`config.mk`:
```
export PLATFORM = sky130hd
export DESIGN_NAME = ihc_top
export DESIGN_NICKNAME = d
export VERILOG_FILES = /design/src/design/ihc_pkg.sv /design/src/design/ihc_stage_if.sv /design/src/design/ihc_build.sv /design/src/design/ihc_parse.sv /design/src/design/ihc_top.sv
export VERILOG_INCLUDE_DIRS = /design/src /design/src/design
export SDC_FILE = /design/constraint.sdc
export NUM_CORES = 2
export LEC_CHECK = 0
export BUFFER_PORTS_ARGS = -buffer_cell sky130_fd_sc_hd__buf_4
export CAP_MARGIN = 20
export CORE_AREA = 2 2 483 485
export CTS_BUF_LIST = sky130_fd_sc_hd__clkbuf_16
export CTS_CLUSTER_SIZE = 28
export DETAILED_ROUTE_END_ITERATION = 10
export DIE_AREA = 0 0 485 487
export HOLD_SLACK_MARGIN = 0.05
export SLEW_MARGIN = 20
export SYNTH_ARGS = -nofsm -noshare
export SYNTH_HDL_FRONTEND = slang
export SYNTH_SLANG_ARGS = --single-unit
```
`constraint.sdc`:
```
create_clock -name core_clk -period 6.17 [get_ports core_clk]
set_input_delay 0.3085 -clock core_clk [delete_from_list [all_inputs] [get_ports core_clk]]
set_output_delay 0.3085 -clock core_clk [all_outputs]
set_load 0.01 [all_outputs]
```
`src/design/ihc_defs.svh`:
```
// Purpose: Constants of the internal frame header codec
// Assumes: Included by package and top; bit ranges other than IHC_CTRL_PFX are header bit numbers
// Notes:   Ranges are written hi:lo and used as part-selects
`ifndef IHC_DEFS_SVH
`define IHC_DEFS_SVH
// ----------------------------------------
// Header geometry
// ----------------------------------------
`define IHC_HDR_BYTES   28
`define IHC_HDR_W       224
`define IHC_TS          223:192
`define IHC_DST         191:128
`define IHC_STK         127:48
`define IHC_LOW         47:0
`define IHC_MODE        40:38
// ----------------------------------------
// Destination layouts
// ----------------------------------------
`define IHC_INJ_RSV     191:181
`define IHC_INJ_MASK    180:128
`define IHC_EN_RSVA     191:190
`define IHC_EN_HOP      189
`define IHC_EN_SWAP     188
`define IHC_EN_TAG      187:186
`define IHC_EN_RSVB     185:184
`define IHC_EN_GIDX     183:174
`define IHC_EN_GKIND    173
`define IHC_EN_PROT     172
`define IHC_EN_PUOFF    171:166
`define IHC_EN_PUKIND   165:163
`define IHC_EN_CLASS    162:147
`define IHC_EN_TTL      146:139
`define IHC_EN_SBIT     138
`define IHC_EN_NEXT     134:133
`define IHC_EN_STRIP    132:128
`define IHC_UC_RSV      191:183
`define IHC_UC_LEG      182:176
`define IHC_UC_MAC      175:128
`define IHC_MC_RSV      191:152
`define IHC_MC_GRP      151:142
`define IHC_MC_LEG      141:135
`define IHC_MC_COPY     134:128
// ----------------------------------------
// Registers, fields, timing
// ----------------------------------------
`define IHC_REG_CTRL    8'h00
`define IHC_REG_TIME    8'h04
`define IHC_REG_BCNT    8'h08
`define IHC_REG_PCNT    8'h0C
`define IHC_REG_ECNT    8'h10
`define IHC_REG_CAUSE   8'h14
`define IHC_CTRL_BLD    0
`define IHC_CTRL_PRS    1
`define IHC_CTRL_DROP   2
`define IHC_CTRL_PFX    15:8
`define IHC_CTRL_RST    32'h0000_0003
`define IHC_CNT_RST     32'h0000_0000
`define IHC_CLK_MHZ     50
`define IHC_NS_PER_CYC  (1000 / `IHC_CLK_MHZ)
`define IHC_ERR_W       4
`define IHC_ERR_MODE    0
`define IHC_ERR_RSV     1
`define IHC_ERR_GKIND   2
`define IHC_ERR_CODE    3
`endif

```
`src/design/ihc_pkg.sv`:
```
// Purpose: Types of the internal frame header codec
// Assumes: ihc_defs.svh on the include path
// Notes:   Field struct is shared by builder, parser and top
`default_nettype none
package ihc_pkg;
`include "ihc_defs.svh"
	typedef logic [`IHC_HDR_W-1:0] ihc_hdr_t;
	typedef logic [31:0]           ihc_ts_t;
	typedef logic [`IHC_ERR_W-1:0] ihc_err_t;
	typedef enum logic [2:0] {
		IHC_LAYOUT_ENCAPSULATION_LAYOUT  = 3'b000,
		IHC_LAYOUT_UCAST  = 3'b001,
		IHC_LAYOUT_MCAST  = 3'b010,
		IHC_LAYOUT_INJECT = 3'b011
	} ihc_layout_e;
	typedef enum logic [2:0] {
		IHC_PU_NONE = 3'b000, IHC_PU_Y1731 = 3'b001, IHC_PU_MPLSTP = 3'b010,
		IHC_PU_PTP = 3'b011, IHC_PU_PTP_IP4 = 3'b100, IHC_PU_PTP_IP6 = 3'b101,
		IHC_PU_RSV = 3'b110, IHC_PU_SAM = 3'b111
	} ihc_pu_kind_e;
	typedef enum logic [1:0] {
		IHC_NEXT_ETH = 2'b00, IHC_NEXT_CW = 2'b01,
		IHC_NEXT_MPLS = 2'b10, IHC_NEXT_RSV = 2'b11
	} ihc_next_e;
	typedef struct packed {
		logic [31:0] arrival_time_ns;
		logic [2:0]  destination_layout_select;
		logic [52:0] port_mask;
		logic        routed_hop_update;
		logic        mac_exchange;
		logic [1:0]  tag_protocol_select;
		logic [9:0]  generic_index;
		logic        generic_index_kind;
		logic        protection_active;
		logic [5:0]  payload_unit_offset;
		logic [2:0]  payload_unit_kind;
		logic [15:0] classification_match;
		logic [7:0]  label_hop_limit;
		logic        label_bottom_flag;
		logic [1:0]  next_header_kind;
		logic [4:0]  halfword_strip_count;
		logic [6:0]  egress_router_leg;
		logic [47:0] next_hop_mac;
		logic [9:0]  multicast_group_index;
		logic [6:0]  routed_copy_count;
		logic [79:0] stack_section;
		logic [47:0] low_fields;
	} ihc_fields_s;
endpackage : ihc_pkg
`default_nettype wire

```
`src/design/ihc_stage_if.sv`:
```
// Purpose: Carrier between top and one codec stage
// Assumes: ihc_pkg compiled first
// Notes:   Each stage uses only part of the signals
`timescale 1ns/10ps
`default_nettype none
interface ihc_stage_if;
	import ihc_pkg::*;
	logic        in_valid;
	ihc_fields_s in_fields;
	ihc_hdr_t    in_hdr;
	logic        out_valid;
	ihc_hdr_t    out_hdr;
	ihc_fields_s out_fields;
	ihc_err_t    out_err;
	modport stage (input in_valid, in_fields, in_hdr,
		output out_valid, out_hdr, out_fields, out_err);
	modport core (output in_valid, in_fields, in_hdr,
		input out_valid, out_hdr, out_fields, out_err);
endinterface : ihc_stage_if
`default_nettype wire

```
`src/design/ihc_build.sv`:
```
// Purpose: Packs extraction fields into the 224-bit header
// Assumes: Fields arrive one cycle with in_valid
// Notes:   Reserved bits of every layout come out zero
`timescale 1ns/10ps
`default_nettype none
module ihc_build (
	input wire logic       core_clk,
	input wire logic       arst_n,
	input wire ihc_pkg::ihc_ts_t time_ns,
	ihc_stage_if.stage     st
);
	import ihc_pkg::*;

	// Field packing by destination layout
	function automatic ihc_hdr_t ihc_pack(input ihc_fields_s f, input ihc_ts_t ts);
		ihc_hdr_t h;
		h = '0;
		h[`IHC_TS]   = ts;
		h[`IHC_STK]  = f.stack_section;
		h[`IHC_LOW]  = f.low_fields;
		h[`IHC_MODE] = f.destination_layout_select;
		case (f.destination_layout_select)
			IHC_LAYOUT_ENCAPSULATION_LAYOUT: begin
				h[`IHC_EN_HOP]    = f.routed_hop_update;
				h[`IHC_EN_SWAP]   = f.mac_exchange;
				h[`IHC_EN_TAG]    = f.tag_protocol_select;
				h[`IHC_EN_GIDX]   = f.generic_index;
				h[`IHC_EN_GKIND]  = f.generic_index_kind;
				h[`IHC_EN_PROT]   = f.protection_active;
				h[`IHC_EN_PUOFF]  = f.payload_unit_offset;
				h[`IHC_EN_PUKIND] = f.payload_unit_kind;
				h[`IHC_EN_CLASS]  = f.classification_match;
				h[`IHC_EN_TTL]    = f.label_hop_limit;
				h[`IHC_EN_SBIT]   = f.label_bottom_flag;
				h[`IHC_EN_NEXT]   = f.next_header_kind;
				h[`IHC_EN_STRIP]  = f.halfword_strip_count;
			end
			IHC_LAYOUT_UCAST: begin
				h[`IHC_UC_LEG] = f.egress_router_leg;
				h[`IHC_UC_MAC] = f.next_hop_mac;
			end
			IHC_LAYOUT_MCAST: begin
				h[`IHC_MC_GRP]  = f.multicast_group_index;
				h[`IHC_MC_LEG]  = f.egress_router_leg;
				h[`IHC_MC_COPY] = f.routed_copy_count;
			end
			IHC_LAYOUT_INJECT: h[`IHC_INJ_MASK] = f.port_mask;
			default: h[`IHC_DST] = '0; // Reserved modes carry no destination
		endcase
		return h;
	endfunction : ihc_pack

	// Registered header, one cycle after the request
	always_ff @(posedge core_clk or negedge arst_n) begin
		if (!arst_n) begin
			st.out_valid <= 1'b0;
			st.out_hdr   <= '0;
		end else begin
			st.out_valid <= st.in_valid;
			if (st.in_valid) begin
				st.out_hdr <= ihc_pack(st.in_fields, time_ns);
			end
		end
	end

	// Unused stage outputs
	assign st.out_fields = '0;
	assign st.out_err    = '0;
endmodule : ihc_build
`default_nettype wire

```
`src/design/ihc_parse.sv`:
```
// Purpose: Splits an injected header into fields and checks it
// Assumes: Header arrives one cycle with in_valid
// Notes:   Undefined encapsulation bits 137:135 are ignored
`timescale 1ns/10ps
`default_nettype none
module ihc_parse (
	input wire logic   core_clk,
	input wire logic   arst_n,
	ihc_stage_if.stage st
);
	import ihc_pkg::*;

	ihc_fields_s f_d;
	ihc_err_t    e_d;

	// Field extraction and reserved checks
	always_comb begin
		f_d = '0;
		e_d = '0;
		f_d.arrival_time_ns           = st.in_hdr[`IHC_TS];
		f_d.stack_section             = st.in_hdr[`IHC_STK];
		f_d.low_fields                = st.in_hdr[`IHC_LOW];
		f_d.destination_layout_select = st.in_hdr[`IHC_MODE];
		case (st.in_hdr[`IHC_MODE])
			IHC_LAYOUT_ENCAPSULATION_LAYOUT: begin
				f_d.routed_hop_update    = st.in_hdr[`IHC_EN_HOP];
				f_d.mac_exchange         = st.in_hdr[`IHC_EN_SWAP];
				f_d.tag_protocol_select  = st.in_hdr[`IHC_EN_TAG];
				f_d.generic_index        = st.in_hdr[`IHC_EN_GIDX];
				f_d.generic_index_kind   = st.in_hdr[`IHC_EN_GKIND];
				f_d.protection_active    = st.in_hdr[`IHC_EN_PROT];
				f_d.payload_unit_offset  = st.in_hdr[`IHC_EN_PUOFF];
				f_d.payload_unit_kind    = st.in_hdr[`IHC_EN_PUKIND];
				f_d.classification_match = st.in_hdr[`IHC_EN_CLASS];
				f_d.label_hop_limit      = st.in_hdr[`IHC_EN_TTL];
				f_d.label_bottom_flag    = st.in_hdr[`IHC_EN_SBIT];
				f_d.next_header_kind     = st.in_hdr[`IHC_EN_NEXT];
				f_d.halfword_strip_count = st.in_hdr[`IHC_EN_STRIP];
				e_d[`IHC_ERR_RSV] = (|st.in_hdr[`IHC_EN_RSVA]) |
					(|st.in_hdr[`IHC_EN_RSVB]);
				e_d[`IHC_ERR_GKIND] = !st.in_hdr[`IHC_EN_GKIND];
				e_d[`IHC_ERR_CODE] = (st.in_hdr[`IHC_EN_PUKIND] == IHC_PU_RSV) |
					(st.in_hdr[`IHC_EN_NEXT] == IHC_NEXT_RSV);
			end
			IHC_LAYOUT_UCAST: begin
				f_d.egress_router_leg = st.in_hdr[`IHC_UC_LEG];
				f_d.next_hop_mac      = st.in_hdr[`IHC_UC_MAC];
				e_d[`IHC_ERR_RSV]     = |st.in_hdr[`IHC_UC_RSV];
			end
			IHC_LAYOUT_MCAST: begin
				f_d.multicast_group_index = st.in_hdr[`IHC_MC_GRP];
				f_d.egress_router_leg     = st.in_hdr[`IHC_MC_LEG];
				f_d.routed_copy_count     = st.in_hdr[`IHC_MC_COPY];
				e_d[`IHC_ERR_RSV]         = |st.in_hdr[`IHC_MC_RSV];
			end
			IHC_LAYOUT_INJECT: begin
				f_d.port_mask     = st.in_hdr[`IHC_INJ_MASK];
				e_d[`IHC_ERR_RSV] = |st.in_hdr[`IHC_INJ_RSV];
			end
			default: e_d[`IHC_ERR_MODE] = 1'b1;
		endcase
	end

	// Registered result, one cycle after the request
	always_ff @(posedge core_clk or negedge arst_n) begin
		if (!arst_n) begin
			st.out_valid  <= 1'b0;
			st.out_fields <= '0;
			st.out_err    <= '0;
		end else begin
			st.out_valid <= st.in_valid;
			if (st.in_valid) begin
				st.out_fields <= f_d;
				st.out_err    <= e_d;
			end
		end
	end

	assign st.out_hdr = '0;
endmodule : ihc_parse
`default_nettype wire

```
`src/design/ihc_top.sv`:
```
// Purpose: Internal frame header codec, build and parse sides
// Assumes: Single core clock, synchronous strobes, fields one cycle
// Notes:   Header is handled as one 224-bit parallel word
//
// Our own choices: the register offsets and the address-and-strobe port.
`timescale 1ns/10ps
`default_nettype none
`include "ihc_defs.svh"
module ihc_top (
	input  wire logic                core_clk,
	input  wire logic                arst_n,
	input  wire logic [7:0]          reg_addr,
	input  wire logic [31:0]         reg_wdata,
	input  wire logic                reg_wr,
	input  wire logic                reg_rd,
	output var  logic [31:0]         reg_rdata,
	input  wire logic                xtr_req,
	input  wire ihc_pkg::ihc_fields_s xtr_fields,
	output var  logic                xtr_hdr_valid,
	output var  ihc_pkg::ihc_hdr_t   xtr_hdr,
	input  wire logic                inj_req,
	input  wire ihc_pkg::ihc_hdr_t   inj_hdr,
	output var  logic                inj_valid,
	output var  logic                inj_drop,
	output var  ihc_pkg::ihc_fields_s inj_fields,
	output var  ihc_pkg::ihc_err_t   inj_err,
	output var  logic [8:0]          inj_strip_bytes,
	output var  logic                rw_hop_update,
	output var  logic                rw_mac_exchange,
	output var  logic [1:0]          rw_tag_select,
	output var  logic [5:0]          rw_pop_bytes,
	output var  logic [7:0]          rw_pdu_bytes,
	output var  logic [1:0]          rw_next_kind,
	output var  logic                rw_ucast_route,
	output var  logic                rw_mcast_route
);
	import ihc_pkg::*;

	// ----------------------------------------
	// Helpers
	// ----------------------------------------
	// Halfword count to byte count
	function automatic logic [7:0] ihc_hw2b(input logic [6:0] hw);
		return {hw, 1'b0};
	endfunction : ihc_hw2b

	// Exact register address match on all eight bits
	function automatic logic ihc_hit(input logic [7:0] a, input logic [7:0] off);
		return a == off;
	endfunction : ihc_hit

	// ----------------------------------------
	// Declarations
	// ----------------------------------------
	logic [31:0] ctrl_q;
	ihc_ts_t     time_q;
	logic [31:0] bcnt_q;
	logic [31:0] pcnt_q;
	logic [31:0] ecnt_q;
	ihc_err_t    cause_q;
	logic [31:0] rdata_d;
	logic        bad_w;
	logic        encapsulation_layout_w;
	ihc_fields_s pf_w;
	logic [6:0]  pdu_hw_w;

	ihc_stage_if bld_if ();
	ihc_stage_if prs_if ();

	// ----------------------------------------
	// Register writes
	// ----------------------------------------
	// Control: enables, drop policy, prefix length
	always_ff @(posedge core_clk or negedge arst_n) begin
		if (!arst_n) begin
			ctrl_q <= `IHC_CTRL_RST;
		end else if (reg_wr && ihc_hit(reg_addr, `IHC_REG_CTRL)) begin
			ctrl_q <= reg_wdata;
		end
	end

	// Free-running nanosecond time, loadable by software
	always_ff @(posedge core_clk or negedge arst_n) begin
		if (!arst_n) begin
			time_q <= `IHC_CNT_RST;
		end else if (reg_wr && ihc_hit(reg_addr, `IHC_REG_TIME)) begin
			time_q <= reg_wdata;
		end else begin
			time_q <= time_q + 32'(`IHC_NS_PER_CYC);
		end
	end

	// Sticky error causes, write one to clear, new cause wins
	always_ff @(posedge core_clk or negedge arst_n) begin
		if (!arst_n) begin
			cause_q <= '0;
		end else begin
			cause_q <= (cause_q & ~((reg_wr && ihc_hit(reg_addr, `IHC_REG_CAUSE)) ?
				reg_wdata[`IHC_ERR_W-1:0] : ihc_err_t'(0))) |
				(prs_if.out_valid ? prs_if.out_err : ihc_err_t'(0));
		end
	end

	// ----------------------------------------
	// Register reads
	// ----------------------------------------
	// Read mux, unmapped addresses read zero
	always_comb begin
		rdata_d = '0;
		case (reg_addr)
			`IHC_REG_CTRL:  rdata_d = ctrl_q;
			`IHC_REG_TIME:  rdata_d = time_q;
			`IHC_REG_BCNT:  rdata_d = bcnt_q;
			`IHC_REG_PCNT:  rdata_d = pcnt_q;
			`IHC_REG_ECNT:  rdata_d = ecnt_q;
			`IHC_REG_CAUSE: rdata_d = 32'(cause_q);
			default:        rdata_d = '0;
		endcase
	end

	// Read data stands only in the cycle after the strobe
	always_ff @(posedge core_clk or negedge arst_n) begin
		if (!arst_n) begin
			reg_rdata <= '0;
		end else begin
			reg_rdata <= reg_rd ? rdata_d : 32'h0000_0000;
		end
	end

	// ----------------------------------------
	// Extraction side: header build
	// ----------------------------------------
	// Request gated by build enable
	assign bld_if.in_valid  = xtr_req && ctrl_q[`IHC_CTRL_BLD];
	assign bld_if.in_fields = xtr_fields;
	assign bld_if.in_hdr    = '0;

	ihc_build u_build (
		.core_clk (core_clk),
		.arst_n   (arst_n),
		.time_ns  (time_q),
		.st       (bld_if.stage)
	);

	// Header out, registered once more after the builder stage
	always_ff @(posedge core_clk or negedge arst_n) begin
		if (!arst_n) begin
			xtr_hdr_valid <= 1'b0;
			xtr_hdr       <= '0;
		end else begin
			xtr_hdr_valid <= bld_if.out_valid;
			if (bld_if.out_valid) begin
				xtr_hdr <= bld_if.out_hdr;
			end
		end
	end

	// Built header count
	always_ff @(posedge core_clk or negedge arst_n) begin
		if (!arst_n) begin
			bcnt_q <= `IHC_CNT_RST;
		end else if (reg_wr && ihc_hit(reg_addr, `IHC_REG_BCNT)) begin
			bcnt_q <= reg_wdata;
		end else if (bld_if.out_valid) begin
			bcnt_q <= bcnt_q + 32'h0000_0001;
		end
	end

	// ----------------------------------------
	// Injection side: header parse
	// ----------------------------------------
	// Request gated by parse enable
	assign prs_if.in_valid  = inj_req && ctrl_q[`IHC_CTRL_PRS];
	assign prs_if.in_hdr    = inj_hdr;
	assign prs_if.in_fields = '0;

	ihc_parse u_parse (
		.core_clk (core_clk),
		.arst_n   (arst_n),
		.st       (prs_if.stage)
	);

	// Parse result classification
	assign pf_w     = prs_if.out_fields;
	assign bad_w    = |prs_if.out_err;
	assign encapsulation_layout_w  = pf_w.destination_layout_select == IHC_LAYOUT_ENCAPSULATION_LAYOUT;
	assign pdu_hw_w = 7'(pf_w.halfword_strip_count) + 7'(pf_w.payload_unit_offset);

	// Accept or drop, fields and error code out
	always_ff @(posedge core_clk or negedge arst_n) begin
		if (!arst_n) begin
			inj_valid  <= 1'b0;
			inj_drop   <= 1'b0;
			inj_fields <= '0;
			inj_err    <= '0;
		end else begin
			inj_valid <= prs_if.out_valid && !(bad_w && ctrl_q[`IHC_CTRL_DROP]);
			inj_drop  <= prs_if.out_valid && bad_w && ctrl_q[`IHC_CTRL_DROP];
			if (prs_if.out_valid) begin
				inj_fields <= pf_w;
				inj_err    <= prs_if.out_err;
			end
		end
	end

	// Bytes to drop ahead of the frame before front port transmit
	always_ff @(posedge core_clk or negedge arst_n) begin
		if (!arst_n) begin
			inj_strip_bytes <= '0;
		end else if (prs_if.out_valid) begin
			inj_strip_bytes <= 9'(`IHC_HDR_BYTES) + 9'(ctrl_q[`IHC_CTRL_PFX]);
		end
	end

	// ----------------------------------------
	// Rewriter actions
	// ----------------------------------------
	// Encapsulation actions, zero for other layouts
	always_ff @(posedge core_clk or negedge arst_n) begin
		if (!arst_n) begin
			rw_hop_update   <= 1'b0;
			rw_mac_exchange <= 1'b0;
			rw_tag_select   <= '0;
			rw_pop_bytes    <= '0;
			rw_pdu_bytes    <= '0;
			rw_next_kind    <= '0;
		end else if (prs_if.out_valid) begin
			rw_hop_update   <= encapsulation_layout_w && pf_w.routed_hop_update;
			rw_mac_exchange <= encapsulation_layout_w && pf_w.mac_exchange;
			rw_tag_select   <= encapsulation_layout_w ? pf_w.tag_protocol_select : 2'h0;
			rw_pop_bytes    <= encapsulation_layout_w ?
				6'(ihc_hw2b(7'(pf_w.halfword_strip_count))) : 6'h00;
			rw_pdu_bytes    <= encapsulation_layout_w ? ihc_hw2b(pdu_hw_w) : 8'h00;
			rw_next_kind    <= encapsulation_layout_w ? pf_w.next_header_kind : 2'h0;
		end
	end

	// Routing layout indications
	always_ff @(posedge core_clk or negedge arst_n) begin
		if (!arst_n) begin
			rw_ucast_route <= 1'b0;
			rw_mcast_route <= 1'b0;
		end else if (prs_if.out_valid) begin
			rw_ucast_route <= pf_w.destination_layout_select == IHC_LAYOUT_UCAST;
			rw_mcast_route <= pf_w.destination_layout_select == IHC_LAYOUT_MCAST;
		end
	end

	// ----------------------------------------
	// Statistics
	// ----------------------------------------
	// Parsed header count
	always_ff @(posedge core_clk or negedge arst_n) begin
		if (!arst_n) begin
			pcnt_q <= `IHC_CNT_RST;
		end else if (reg_wr && ihc_hit(reg_addr, `IHC_REG_PCNT)) begin
			pcnt_q <= reg_wdata;
		end else if (prs_if.out_valid) begin
			pcnt_q <= pcnt_q + 32'h0000_0001;
		end
	end

	// Faulty header count
	always_ff @(posedge core_clk or negedge arst_n) begin
		if (!arst_n) begin
			ecnt_q <= `IHC_CNT_RST;
		end else if (reg_wr && ihc_hit(reg_addr, `IHC_REG_ECNT)) begin
			ecnt_q <= reg_wdata;
		end else if (prs_if.out_valid && bad_w) begin
			ecnt_q <= ecnt_q + 32'h0000_0001;
		end
	end
endmodule : ihc_top
`default_nettype wire

```
==> flow_summary.yaml <==
grt:
  grt_pass1_vias: 44066
  grt_max_degree: 176
  grt-ovfl-total: 0
  grt_first_pass_wirelength_mm: 320.5
  antenna_found_initial: 35
  gr-usage-all-layers_pct: 18.53
synth:
  ys_ff_latch: 1362
  synth_top_area_cell: "dfrtp_1"
  synthTopCellsByArea: "dfrtp_1 62%, mux2_2 16%, nand2_1 5.8%, o21ai_0 2.1%, clkbuf_1 1.5%"
  synth_async_sr_flop_share_pct: 100.0
  yosysSeqAreaShare_pct: 61.95
  yosys_warnings: 0
  synthDominantCellAreaShare_pct: 61.85
  synth-edff-count: 0
  synth_flop_cell: "dfrtp_1"
  avgSynthCellArea_um2: 12.30
  netlist_area_um2: 55020
  synth_cell_types: 68
  postSynthCellCount: 4474
critical_path:
  critPathArrivalTime_ns: 3.95
  slowest_stage: "buf_4"
  slowest_delay_ns: 0.88
  crit_path_end_kind: "register"
  critPathMaxFanout: 104
  crit_chain: "nand2_4, inv_8, buf_4, nand2_1, o21ai_0"
  setup.worst_path.start_class: "register"
  critPathKind: "register to register"
  crit_required_ns: 6.86
  timing.rr.end: "u_parse.st.out_fields[300]$_DFFE_PN0P_"
  reg2reg_slack_ns: 2.92
  reg2regPathDepth: 5
  r2r_start: "ctrl_q[1]$_DFFE_PN1P_"
layout:
  area_growth_pct: 40.94
  ff_latch_area_um2: 34090
  drive_gt1_share_pct: 36.92
  multi_input_area_um2: 19690
  fillCellCount: 22972
  fin_nets: 6749
sta:
  drv_slew: 0
  tns_ns: 0
  clock.fmax_mhz: 307.4
  period_needed_ns: 3.253
  setup_viol: 0
  tightestPinTransition_ns: 1.101
  skew_ns: 0.03376
  whs_ns: 0.1141
  relSlewSlack_pct: 26.35
  fin_crit_sh_pct: 52.72
  hold_viol_final: 0
  grt_setup_unrepaired: "no"
floorplan:
  die_y_um: 487
  die_w_um: 485
  die-area_um2: 236200
  coreArea_um2: 231400
  initial_core_util_pct: 23.78
  io_pins: 1254
  rows: 177
routing:
  drc: 0
  wire_per_inst_um: 24.10
  wl_met3_mm: 17.39
  ant_nets: 0
  via_per_inst: 4.565
  vias: 42504
  drtIter0Drc: 2713
  drtPass1Iterations: 6
  wl_met1_mm: 90.74
  top_layer_used: "met5"
  routed_wl_mm: 224.4
  met2WireLength_mm: 106.0
min_path:
  whs_path_depth: 5
  min_from: "reg_addr[1]"
  hp-class: "input port to register"
  min_to: "time_q[31]$_DFF_PN0_"
power:
  ir_worst_vdd_uv: 240.5
  p_total_mw: 24.43
  p_leak_nw: 37.54
  power.density_nw_per_um2: 315.1
placed_design:
  dp_hpwl_mm: 164.3
  gp_congestion: 0.9169
  io_buffers: 1212
cts:
  cts_max_level: 4
  clock-sinks: 1362
  ctsRootBufferMaster: "clkbuf_16"
  clock_latency_ns: 0.82
  numCtsBuffers: 154
  path_clk_slew_ns: 0.07
  cts_tree: "built"
  cts.path.max_buffers: 3
run:
  maxCapViolations: 0
run_status:
  outcome: "completed"
## registers in the layout (all words and copies together) (netlist names), 2 cells and up
| name | flops |
|---|---|
| u_parse.st.out_fields | 342 |
| inj_strip_bytes | 9 |
| time_q | 32 |
| bcnt_q | 32 |
| ecnt_q | 32 |
| rw_pdu_bytes | 7 |
| u_parse.st.out_err | 4 |
| inj_err | 4 |
| cause_q | 4 |
| rw_next_kind | 2 |
| pcnt_q | 32 |
| inj_fields | 342 |
| reg_rdata | 32 |
| ctrl_q | 32 |
| rw_pop_bytes | 5 |
| u_build.st.out_hdr | 220 |
| rw_tag_select | 2 |
| xtr_hdr | 220 |
## where the power goes
group | internal (mW) | total (mW) | switching [mW]
clock | 5.11 | 9.14 | 4.03
sequential | 10.2 | 11.2 | 1.01
combinational | 2.01 | 4.11 | 2.09
## logic make-up after synthesis
family | count (synthesis) | share of synthesized area, %
other | 1 | 0.006815
adder cells (fa/ha/maj) | 11 | 0.2638
AO/OA/AOI/OAI | 592 | 6.761
flip-flops | 1362 | 61.95
XOR/XNOR | 124 | 1.974
multiplexers | 831 | 17.14
buffers and inverters | 330 | 2.408
AND/OR/NAND/NOR | 1223 | 9.501
## repair_timing
item / in CTS / in global routing
gates resized for setup: 0 / 0
setup buffers: 0 / 0
hold buffers: 505 / 0
hold endpoints to repair: 928 / 0
## worst max path at each step
stage / startpoint / endpoint / slack [ns] / cells after the start
floorplan: ctrl_q[0]$_DFFE_PN1P_ / u_build.st.out_hdr[100]$_DFFE_PN0P_ / 4.23 / 6
global placement: ctrl_q[1]$_DFFE_PN1P_ / u_parse.st.out_fields[299]$_DFFE_PN0P_ / 2.89 / 5
detailed placement: ctrl_q[1]$_DFFE_PN1P_ / u_parse.st.out_fields[299]$_DFFE_PN0P_ / 2.87 / 5
CTS: ctrl_q[1]$_DFFE_PN1P_ / u_parse.st.out_fields[297]$_DFFE_PN0P_ / 2.88 / 5
global route: ctrl_q[1]$_DFFE_PN1P_ / u_parse.st.out_fields[297]$_DFFE_PN0P_ / 2.72 / 5
finish: ctrl_q[1]$_DFFE_PN1P_ / u_parse.st.out_fields[300]$_DFFE_PN0P_ / 2.92 / 5
## worst max-delay path, delay by kind of cell, from the launching register on
family | cells | cell delay [ns]
buffers and inverters | 2 | 1.56
AND/OR/NAND/NOR | 2 | 0.60
flip-flops | 1 | 0.58
AO/OA/AOI/OAI | 1 | 0.19
## final cells by class
cell class,count,area share [%]
clock buffer,156,5.034
tap,3043,4.910
inverter,46,0.2388
sequential,1362,43.96
multi-input combinational,2787,25.39
timing repair buffer,1772,19.01
clock inverter,126,1.388
antenna,19,0.06131
## through the flow
stage               area [um^2]  cells  setup WS, ns  utilization (%)
floorplan                 55040   4479         4.232                -
global placement          67440   8504         2.894            29.14
detailed placement        67450   8504         2.867            29.14
CTS                       77480   9291         2.878            33.48
global route              77530   9302         2.717            33.50
finish                    77550   9311         2.917            33.51
## synthesized netlist by cell type, types with 3 or more instances
master / n
a221o_1: 7
and3_1: 19
mux2_4: 28
a221oi_1: 21
xnor2_1: 94
dfrtp_1: 1360
nor3_1: 28
a222oi_1: 5
o22a_1: 14
nand4_1: 33
inv_1: 44
mux2_2: 767
a21oi_1: 124
xor2_1: 30
buf_1: 33
nor4_1: 48
buf_6: 4
a21o_1: 5
o21ai_0: 233
clkbuf_1: 222
and4_1: 20
ha_1: 10
o22ai_1: 22
a22oi_1: 51
nor3b_1: 8
nor2_1: 132
nand2_1: 844
nand3_1: 49
buf_4: 10
or3_1: 4
mux2i_1: 35
nand3b_1: 3
a31oi_1: 4
buf_2: 14
and2_1: 9
nor2b_1: 9
a22o_1: 89
## metal layers
metal	GRT usage, %	vias to the layer above
met5	0	-
met4	7.808	4
met3	5.711	385
met2	30.40	1569
met1	22.45	21704
li1	-	18842
## cells in the final DEF, fill, tap and decap left out, types with 94 or more instances in the layout
cell type      instances
a21oi_1              124
buf_4               1253
clkbuf_16            156
dfrtp_1             1358
dlygate4sd3_1        505
mux2_2               767
nand2_1              841
nor2_1               131
o21ai_0              233
xnor2_1               94
No activity file was read; power rests on OpenSTA's default activity.
